**config.mk**
```make
export PLATFORM = sky130hd
export DESIGN_NAME = cub_top
export DESIGN_NICKNAME = d
export VERILOG_FILES = /design/src/cub_pkg.sv /design/src/cub_eval_if.sv /design/src/cub_eval.sv /design/src/cub_top.sv
export SDC_FILE = /design/constraint.sdc
export NUM_CORES = 1
export LEC_CHECK = 0
export ABC_CLOCK_PERIOD_IN_PS = 8700
export BUFFER_PORTS_ARGS = -buffer_cell sky130_fd_sc_hd__buf_2
export CAP_MARGIN = 20
export CORE_ASPECT_RATIO = 0.5
export CORE_MARGIN = 3
export CORE_UTILIZATION = 55
export DETAILED_ROUTE_END_ITERATION = 10
export GPL_ROUTABILITY_DRIVEN = 0
export PLACE_DENSITY = 0.79
export SETUP_SLACK_MARGIN = 0.15
export SYNTH_ARGS = -nofsm -noshare
export SYNTH_HDL_FRONTEND = slang
export SYNTH_SLANG_ARGS = --single-unit
```
**constraint.sdc**
```tcl
create_clock -name CLK -period 8.7 [get_ports CLK]
set_input_delay 2.61 -clock CLK [delete_from_list [all_inputs] [get_ports CLK]]
set_output_delay 2.61 -clock CLK [all_outputs]
set_load 0.02 [all_outputs]
```
**src/cub_pkg.sv**
```systemverilog
`default_nettype none
package cub_pkg;
	// ----------------------------------------------------------------
	// bus map
	// ----------------------------------------------------------------
	localparam int          CUB_AW        = 5;
	localparam int          CUB_DW        = 32;
	localparam logic [4:0]  CUB_OFF_CTRL  = 5'h00;
	localparam logic [4:0]  CUB_OFF_THR   = 5'h04;
	localparam logic [4:0]  CUB_OFF_DLY   = 5'h08;
	localparam logic [4:0]  CUB_OFF_RATED = 5'h0c;
	localparam logic [4:0]  CUB_OFF_STAT  = 5'h10;
	localparam logic [4:0]  CUB_OFF_EVT   = 5'h14;
	localparam logic [4:0]  CUB_OFF_MASK  = 5'h18;
	// ----------------------------------------------------------------
	// field positions
	// ----------------------------------------------------------------
	localparam int          CUB_CTRL_OP   = 0;
	localparam int          CUB_CTRL_SO   = 1;
	localparam int          CUB_ST_START  = 0;
	localparam int          CUB_ST_TRIP   = 1;
	localparam int          CUB_ST_SPREAD = 2;
	localparam int          CUB_ST_SUFF   = 3;
	localparam int          CUB_ST_NONF   = 4;
	localparam int          CUB_EV_START  = 0;
	localparam int          CUB_EV_TRIP   = 1;
	localparam int          CUB_EV_W      = 2;
	// ----------------------------------------------------------------
	// settings, reset values and ranges
	// ----------------------------------------------------------------
	localparam logic [6:0]  CUB_THR_MIN   = 7'h0a;
	localparam logic [6:0]  CUB_THR_MAX   = 7'h5a;
	localparam logic [6:0]  CUB_THR_RST   = 7'h32;
	localparam logic [15:0] CUB_DLY_MIN   = 16'h0064;
	localparam logic [15:0] CUB_DLY_MAX   = 16'hea60;
	localparam logic [15:0] CUB_DLY_RST   = 16'h03e8;
	localparam logic [6:0]  CUB_PCT_FULL  = 7'h64;
	localparam logic [3:0]  CUB_SUFF_DIV  = 4'ha;
	localparam logic [1:0]  CUB_NF_DEN    = 2'h2;
	localparam logic [1:0]  CUB_NF_NUM    = 2'h3;
	// ----------------------------------------------------------------
	// timing
	// ----------------------------------------------------------------
	localparam int          CUB_CLK_NS    = 10;
	localparam int          CUB_MS_NS     = 1000000;
	localparam int          CUB_CYC_PER_MS = CUB_MS_NS / CUB_CLK_NS;
endpackage
`default_nettype wire

```
**src/cub_eval_if.sv**
```systemverilog
`timescale 1ns/100ps
`default_nettype none
interface cub_eval_if #(parameter int MAG_W = 16);
	logic             upd;
	logic [MAG_W-1:0] m1;
	logic [MAG_W-1:0] m2;
	logic [MAG_W-1:0] m3;
	logic [MAG_W-1:0] rated;
	logic [6:0]       thr;
	logic             res_vld;
	logic             spread;
	logic             suff;
	logic             nonfault;
	logic [MAG_W-1:0] mx;
	logic [MAG_W-1:0] mn;
	modport ctl  (output upd, m1, m2, m3, rated, thr, input res_vld, spread, suff, nonfault, mx, mn);
	modport eval (input upd, m1, m2, m3, rated, thr, output res_vld, spread, suff, nonfault, mx, mn);
endinterface
`default_nettype wire

```
**src/cub_eval.sv**
```systemverilog
`timescale 1ns/100ps
`default_nettype none
module cub_eval #(
	parameter int MAG_W = 16
) (
	input  wire logic clk,
	input  wire logic rst_n,
	input  wire logic ce,
	cub_eval_if.eval  e
);
	import cub_pkg::*;

	localparam int PW = MAG_W + 7;

	typedef struct packed {
		logic             vld;
		logic             spread;
		logic             suff;
		logic             nonfault;
		logic [MAG_W-1:0] mx;
		logic [MAG_W-1:0] mn;
	} cub_ev_t;

	cub_ev_t s_r;
	cub_ev_t s_nxt;

	generate
		if (MAG_W < 4 || MAG_W > 24)
		begin : g_chk
			$error("cub_eval: MAG_W out of range");
		end
	endgenerate

	function automatic logic [MAG_W-1:0] pick(input logic [MAG_W-1:0] a, input logic [MAG_W-1:0] b,
		input logic want_max);
		if ((a > b) == want_max)
			pick = a;
		else
			pick = b;
	endfunction

	function automatic logic [PW-1:0] mul(input logic [MAG_W-1:0] a, input logic [6:0] b);
		mul = PW'(a) * PW'(b);
	endfunction

	// ----------------------------------------------------------------
	// magnitude evaluation
	// ----------------------------------------------------------------
	always_comb
	begin
		logic [MAG_W-1:0] mx;
		logic [MAG_W-1:0] mn;
		mx = pick(pick(e.m1, e.m2, 1'b1), e.m3, 1'b1);
		mn = pick(pick(e.m1, e.m2, 1'b0), e.m3, 1'b0);
		s_nxt = s_r;
		s_nxt.vld = e.upd;
		if (e.upd)
		begin
			s_nxt.mx = mx;
			s_nxt.mn = mn;
			s_nxt.spread = mul(mx - mn, CUB_PCT_FULL) > mul(mx, e.thr);
			s_nxt.suff = mul(mx, {3'h0, CUB_SUFF_DIV}) > PW'(e.rated);
			s_nxt.nonfault = mul(mx, {5'h00, CUB_NF_DEN}) < mul(e.rated, {5'h00, CUB_NF_NUM});
		end
	end

	always_ff @(posedge clk or negedge rst_n)
	begin
		if (!rst_n)
			s_r <= '0;
		else if (ce)
			s_r <= s_nxt;
	end

	assign e.res_vld  = s_r.vld;
	assign e.spread   = s_r.spread;
	assign e.suff     = s_r.suff;
	assign e.nonfault = s_r.nonfault;
	assign e.mx       = s_r.mx;
	assign e.mn       = s_r.mn;
endmodule
`default_nettype wire

```
**src/cub_top.sv**
```systemverilog
// The Avalon-MM interface to the registers and the placing of the registers were chosen for this implementation.
`timescale 1ns/100ps
`default_nettype none
module cub_top
	import cub_pkg::*;
#(
	parameter int          MAG_W       = 16,
	parameter int          TICK_CYCLES = cub_pkg::CUB_CYC_PER_MS,
	parameter logic [23:0] RATED_DEF   = 24'h001000
) (
	input  wire logic                      CLK,
	input  wire logic                      RSTN,
	input  wire logic                      CE,
	input  wire logic [cub_pkg::CUB_AW-1:0] AVS_ADDRESS,
	input  wire logic                      AVS_READ,
	input  wire logic                      AVS_WRITE,
	input  wire logic [cub_pkg::CUB_DW-1:0] AVS_WRITEDATA,
	output logic      [cub_pkg::CUB_DW-1:0] AVS_READDATA,
	output logic                           AVS_WAITREQUEST,
	input  wire logic                      MAG_UPDATE,
	input  wire logic [MAG_W-1:0]          PHASE1_FUNDAMENTAL_RMS,
	input  wire logic [MAG_W-1:0]          PHASE2_FUNDAMENTAL_RMS,
	input  wire logic [MAG_W-1:0]          PHASE3_FUNDAMENTAL_RMS,
	input  wire logic                      BLOCKING_INPUT,
	output logic                           GENERAL_START_OUT,
	output logic                           GENERAL_TRIP_OUT,
	output logic                           IRQ
);
	import cub_pkg::*;

	localparam int TW = $clog2(TICK_CYCLES + 1);

	typedef struct packed {
		logic              ack;
		logic [CUB_DW-1:0] rdata;
		logic              op;
		logic              start_only;
		logic [6:0]        thr;
		logic [15:0]       dly;
		logic [MAG_W-1:0]  rated;
		logic [CUB_EV_W-1:0] evt;
		logic [CUB_EV_W-1:0] mask;
		logic              spread;
		logic              suff;
		logic              nonfault;
		logic              start;
		logic              trip;
		logic [TW-1:0]     presc;
		logic [15:0]       ms;
	} cub_st_t;

	cub_st_t s_r;
	cub_st_t s_nxt;
	logic    rst_meta_r;
	logic    rst_n;

	generate
		if (TICK_CYCLES < 2 || MAG_W < 4 || MAG_W > 24)
		begin : g_chk
			$error("cub_top: parameter out of range");
		end
	endgenerate

	function automatic logic [6:0] clamp_thr(input logic [31:0] v);
		if (v < 32'(CUB_THR_MIN))
			clamp_thr = CUB_THR_MIN;
		else if (v > 32'(CUB_THR_MAX))
			clamp_thr = CUB_THR_MAX;
		else
			clamp_thr = v[6:0];
	endfunction

	function automatic logic [15:0] clamp_dly(input logic [31:0] v);
		if (v < 32'(CUB_DLY_MIN))
			clamp_dly = CUB_DLY_MIN;
		else if (v > 32'(CUB_DLY_MAX))
			clamp_dly = CUB_DLY_MAX;
		else
			clamp_dly = v[15:0];
	endfunction

	// ----------------------------------------------------------------
	// reset release
	// ----------------------------------------------------------------
	always_ff @(posedge CLK or negedge RSTN)
	begin
		if (!RSTN)
		begin
			rst_meta_r <= 1'b0;
			rst_n      <= 1'b0;
		end
		else
		begin
			rst_meta_r <= 1'b1;
			rst_n      <= rst_meta_r;
		end
	end

	// ----------------------------------------------------------------
	// magnitude evaluation
	// ----------------------------------------------------------------
	cub_eval_if #(.MAG_W(MAG_W)) ev ();

	assign ev.upd   = MAG_UPDATE;
	assign ev.m1    = PHASE1_FUNDAMENTAL_RMS;
	assign ev.m2    = PHASE2_FUNDAMENTAL_RMS;
	assign ev.m3    = PHASE3_FUNDAMENTAL_RMS;
	assign ev.rated = s_r.rated;
	assign ev.thr   = s_r.thr;

	cub_eval #(.MAG_W(MAG_W)) u_eval (
		.clk   (CLK),
		.rst_n (rst_n),
		.ce    (CE),
		.e     (ev.eval)
	);

	// ----------------------------------------------------------------
	// next state
	// ----------------------------------------------------------------
	always_comb
	begin
		logic                cond;
		logic                acc;
		logic [CUB_EV_W-1:0] set;
		logic [CUB_EV_W-1:0] clr;
		s_nxt = s_r;
		acc   = (AVS_READ || AVS_WRITE) && s_r.ack;
		set   = '0;
		clr   = '0;
		cond  = 1'b0;
		s_nxt.ack = (AVS_READ || AVS_WRITE) && !s_r.ack;
		if (ev.res_vld)
		begin
			s_nxt.spread   = ev.spread;
			s_nxt.suff     = ev.suff;
			s_nxt.nonfault = ev.nonfault;
		end
		cond = s_r.op && !BLOCKING_INPUT && s_r.spread && s_r.suff && s_r.nonfault;
		if (!cond)
		begin
			s_nxt.presc = '0;
			s_nxt.ms    = '0;
		end
		else if (s_r.presc == TW'(TICK_CYCLES - 1))
		begin
			s_nxt.presc = '0;
			if (s_r.ms != 16'hffff)
				s_nxt.ms = s_r.ms + 16'h0001;
		end
		else
			s_nxt.presc = s_r.presc + TW'(1);
		s_nxt.start = cond;
		s_nxt.trip = cond && !s_r.start_only && s_nxt.ms >= s_r.dly;
		set[CUB_EV_START] = s_nxt.start && !s_r.start;
		set[CUB_EV_TRIP]  = s_nxt.trip && !s_r.trip;
		// register read mux
		if (!s_r.ack && AVS_READ)
		begin
			unique case (AVS_ADDRESS)
				CUB_OFF_CTRL:  s_nxt.rdata = CUB_DW'({s_r.start_only, s_r.op});
				CUB_OFF_THR:   s_nxt.rdata = CUB_DW'(s_r.thr);
				CUB_OFF_DLY:   s_nxt.rdata = CUB_DW'(s_r.dly);
				CUB_OFF_RATED: s_nxt.rdata = CUB_DW'(s_r.rated);
				CUB_OFF_STAT:  s_nxt.rdata = CUB_DW'({s_r.nonfault, s_r.suff, s_r.spread, s_r.trip, s_r.start});
				CUB_OFF_EVT:   s_nxt.rdata = CUB_DW'(s_r.evt);
				CUB_OFF_MASK:  s_nxt.rdata = CUB_DW'(s_r.mask);
				default:       s_nxt.rdata = '0;
			endcase
		end
		if (acc && AVS_READ && AVS_ADDRESS == CUB_OFF_EVT)
			clr = s_r.rdata[CUB_EV_W-1:0];
		s_nxt.evt = (s_r.evt & ~clr) | set;
		if (acc && AVS_WRITE)
		begin
			unique case (AVS_ADDRESS)
				CUB_OFF_CTRL:
				begin
					s_nxt.op         = AVS_WRITEDATA[CUB_CTRL_OP];
					s_nxt.start_only = AVS_WRITEDATA[CUB_CTRL_SO];
				end
				CUB_OFF_THR:   s_nxt.thr = clamp_thr(AVS_WRITEDATA);
				CUB_OFF_DLY:   s_nxt.dly = clamp_dly(AVS_WRITEDATA);
				CUB_OFF_RATED: s_nxt.rated = AVS_WRITEDATA[MAG_W-1:0];
				CUB_OFF_MASK:  s_nxt.mask = AVS_WRITEDATA[CUB_EV_W-1:0];
				default:       s_nxt.mask = s_r.mask;
			endcase
		end
	end

	always_ff @(posedge CLK or negedge rst_n)
	begin
		if (!rst_n)
		begin
			s_r       <= '0;
			s_r.thr   <= CUB_THR_RST;
			s_r.dly   <= CUB_DLY_RST;
			s_r.rated <= RATED_DEF[MAG_W-1:0];
		end
		else if (CE)
			s_r <= s_nxt;
	end

	assign AVS_WAITREQUEST   = (AVS_READ || AVS_WRITE) && !s_r.ack;
	assign AVS_READDATA      = s_r.rdata;
	assign GENERAL_START_OUT = s_r.start;
	assign GENERAL_TRIP_OUT  = s_r.trip;
	assign IRQ               = |(s_r.evt & s_r.mask);
endmodule
`default_nettype wire

```
==> metrics.cfg <==
[cells_and_area]
final_common_cell = buf_4
fin_nets = 2795
area_growth_syn_to_layout_pct = 33.2
fillers = 1855
most-common-layout-cells = buf_4, ha_1, inv_1
drive_gt1_share_pct = 32.2

[yosys]
synth_edf_count = 0
synth_top_area_share_pct = 20.8
yosys_warnings = 0
synth_top_cell_by_area = ha_1
synth_mux_area_share_pct = 4.44
async_reset_ff_share_pct = 100
ys_ff_latch = 106
synth_ff_type = dfrtp_1
synth_xor_area_share_pct = 4.77
syn_area_um2 = 16000
yosys.area_share.simple_pct = 18.1
synth_seq_area_share_pct = 16.7
synthTopCellsByArea = ha_1, dfrtp_1, fa_1
syn_inst = 1940
synth.avg_cell_area_um2 = 8.23
synth_fa_ha_area_share_pct = 31.2
synth_compound_area_share_pct = 16.2
ys_types = 77
synth_top_family_by_area = adder cells

[timing]
fin_crit_ns = 11.44
clock.fmax_mhz = 87.4
finalSetupViolations = 2
fin_crit_sh_pct = 132
slew_headroom_pct = 42.8
setup_slack_ns = -2.74
finClkSkew_ns = 0.0131
grt_setup_unrepaired = true
hold_viol_final = 0
setup_tns_ns = -3.55
slew_violations = 0
worstMarginPinSlew_ns = 0.858

[worst_setup_path]
critPathKind = input port to register
cp-start-kind = input port
cp_max_fo = 7
reg2reg_from = ev.thr[1]
crit_top_cell = fa_1
critPathSlowestCell = fa_1
critPathRequiredTime_ns = 8.96
cp-startpoint = PHASE2_FUNDAMENTAL_RMS[14]
endpoint_kind = register
crit_buf_inv = 12
path_delay_family = adder cells
cpPeakStageDelay_ns = 0.55
critPathArrivalTime_ns = 11.70

[detailed_routing]
vias = 16049
routed_wl_um = 49600
firstDrtPassIters = 6
wire_per_inst_um = 18.0
vias_per_cell = 5.84
drcViolationCount = 0
postRouteAntennaNets = 0
drt_iter0_drc = 1250

[placement]
post-dp-hpwl_um = 35400
io_buffers = 111

[clocking]
cts_tree = done
path_clk_slew_ns = 0.08
clkLatencyLatePin_ns = 0.36
cts_buffer_depth = 2
clock-sinks = 106
cts_root_buf = clkbuf_16
cts_inserted_buffers = 9
h-tree-depth = 3

[floorplanning]
die_w_um = 247
die_h_um = 126
start_util_pct = 56.8
core_um2 = 28100
io_pins = 128
rows = 43
die_area_um2 = 31200

[run]
drv_cap = 0

[min_path]
hp-class = register to asynchronous set/reset pin

[grt]
grt_pass1_wl_um = 70600
grt_max_degree = 60
overflow = 0
grt.total_usage_pct = 27.4
antenna_found_initial = 8
first_global_vias = 15189

[outcome]
status = finished with violations
violations = negative setup slack

## per-stage QoR
step | instance area, µm² | hold WS [ns] | util (%) | std cells | setup slack [ns]
6_report | 21300 | 0.348 | 75.6 | 2747 | -2.74
3_5_place_dp | 19400 | 0.342 | 69.0 | 2679 | -3.20
3_3_place_gp | 19400 | 0.332 | 69.0 | 2679 | -2.94
4_1_cts | 19900 | 0.358 | 70.6 | 2699 | -2.61
2_1_floorplan | 16500 | 0.331 | - | 1955 | -2.70
5_1_grt | 21300 | 0.365 | 75.6 | 2747 | -3.12
## sequential cells by signal, indices dropped and copies added, names as in the netlist
name	flops
AVS_READDATA	16
GENERAL_START_OUT	1
GENERAL_TRIP_OUT	1
ev.rated	16
ev.thr	7
rst_meta_r	1
rst_n	1
s_r	59
u_eval.e.nonfault	1
u_eval.e.res_vld	1
u_eval.e.spread	1
u_eval.e.suff	1
## cell type report
cell class / count / area [µm²] / share of cell area (%)
clock inverters: 6 / 82.6 / 0.388
repair buffers: 469 / 3530 / 16.6
diodes: 4 / 10.0 / 0.0471
clock buffers: 10 / 239 / 1.12
inverters: 253 / 985 / 4.63
flip-flops and latches: 106 / 2670 / 12.5
well taps: 382 / 478 / 2.25
multi-input cells: 1517 / 13300 / 62.4
## final timing paths
| kind | endpoint | slack, ns | cells after the start |
|---|---|---|---|
| max | u_eval.e.spread | -2.74 | 46 |
| min | ev.rated[11] | 0.35 | 0 |
| max reg2reg | u_eval.e.spread | 1.97 | 24 |
| min reg2reg | ev.rated[11] | 0.35 | 0 |
| max in group asynchronous | rst_n | 6.56 | 1 |
| min in group CLK | rst_n | 0.36 | 0 |
## kinds of logic (layout without fill, tap and decap cells)
family,after synthesis,after routing
and+or+nand+nor,587,587
AOI/OAI and AO/OA,411,411
adders and majority gates,349,349
buffers and inverters,332,738
DFF,106,106
xor gates and xnor gates,87,87
muxes,66,66
other,2,21
## worst register-to-register path, delay by kind of cell, from the launching register on
family | cells | cell delay (ns)
AOI/OAI and AO/OA | 7 | 1.30
xor gates and xnor gates | 1 | 0.11
adders and majority gates | 6 | 2.73
buffers and inverters | 3 | 0.58
DFF | 1 | 0.74
and+or+nand+nor | 7 | 1.16
## cells in the mapped netlist, drive strengths merged, types with 5 or more instances
library cell,instances
o21a,7
inv,252
a21boi,5
fa,82
buf,41
o22ai,6
mux2,39
nand4,28
a22oi,11
nor2b,44
xnor2,52
dfrtp,96
or2,8
nand3,37
a222oi,5
o31ai,6
clkbuf,38
nand2b,18
mux2i,27
dfstp,10
a21oi,116
a31oi,7
a21o,41
nor3,38
and4,5
or3,11
and3,24
o211ai,6
o21ai,132
xor2,35
a211oi,8
o21bai,10
o41ai,6
nor4,18
and2,41
nand2,169
a2111oi,5
a22o,10
o311ai,5
nor2,130
ha,265
## layer usage
metal / wire length, µm / vias up / GRT usage, %
met5: 35 / - / 0
met1: 20000 / 7657 / 34.9
met2: 24000 / 716 / 47.7
li1: - / 7499 / -
met4: 1840 / 8 / 9.48
met3: 3680 / 169 / 4.25
## what timing repair did
action	4_1_cts	5_1_grt
pin swaps	10	143
endpoints found under the setup margin	2	2
gates cloned	0	6
setup buffers	4	37
hold buffers	0	0
gates resized for setup	26	222
Power is not shown: default switching activity piles up to over one toggle a cycle in this logic, so the estimate is an artifact.
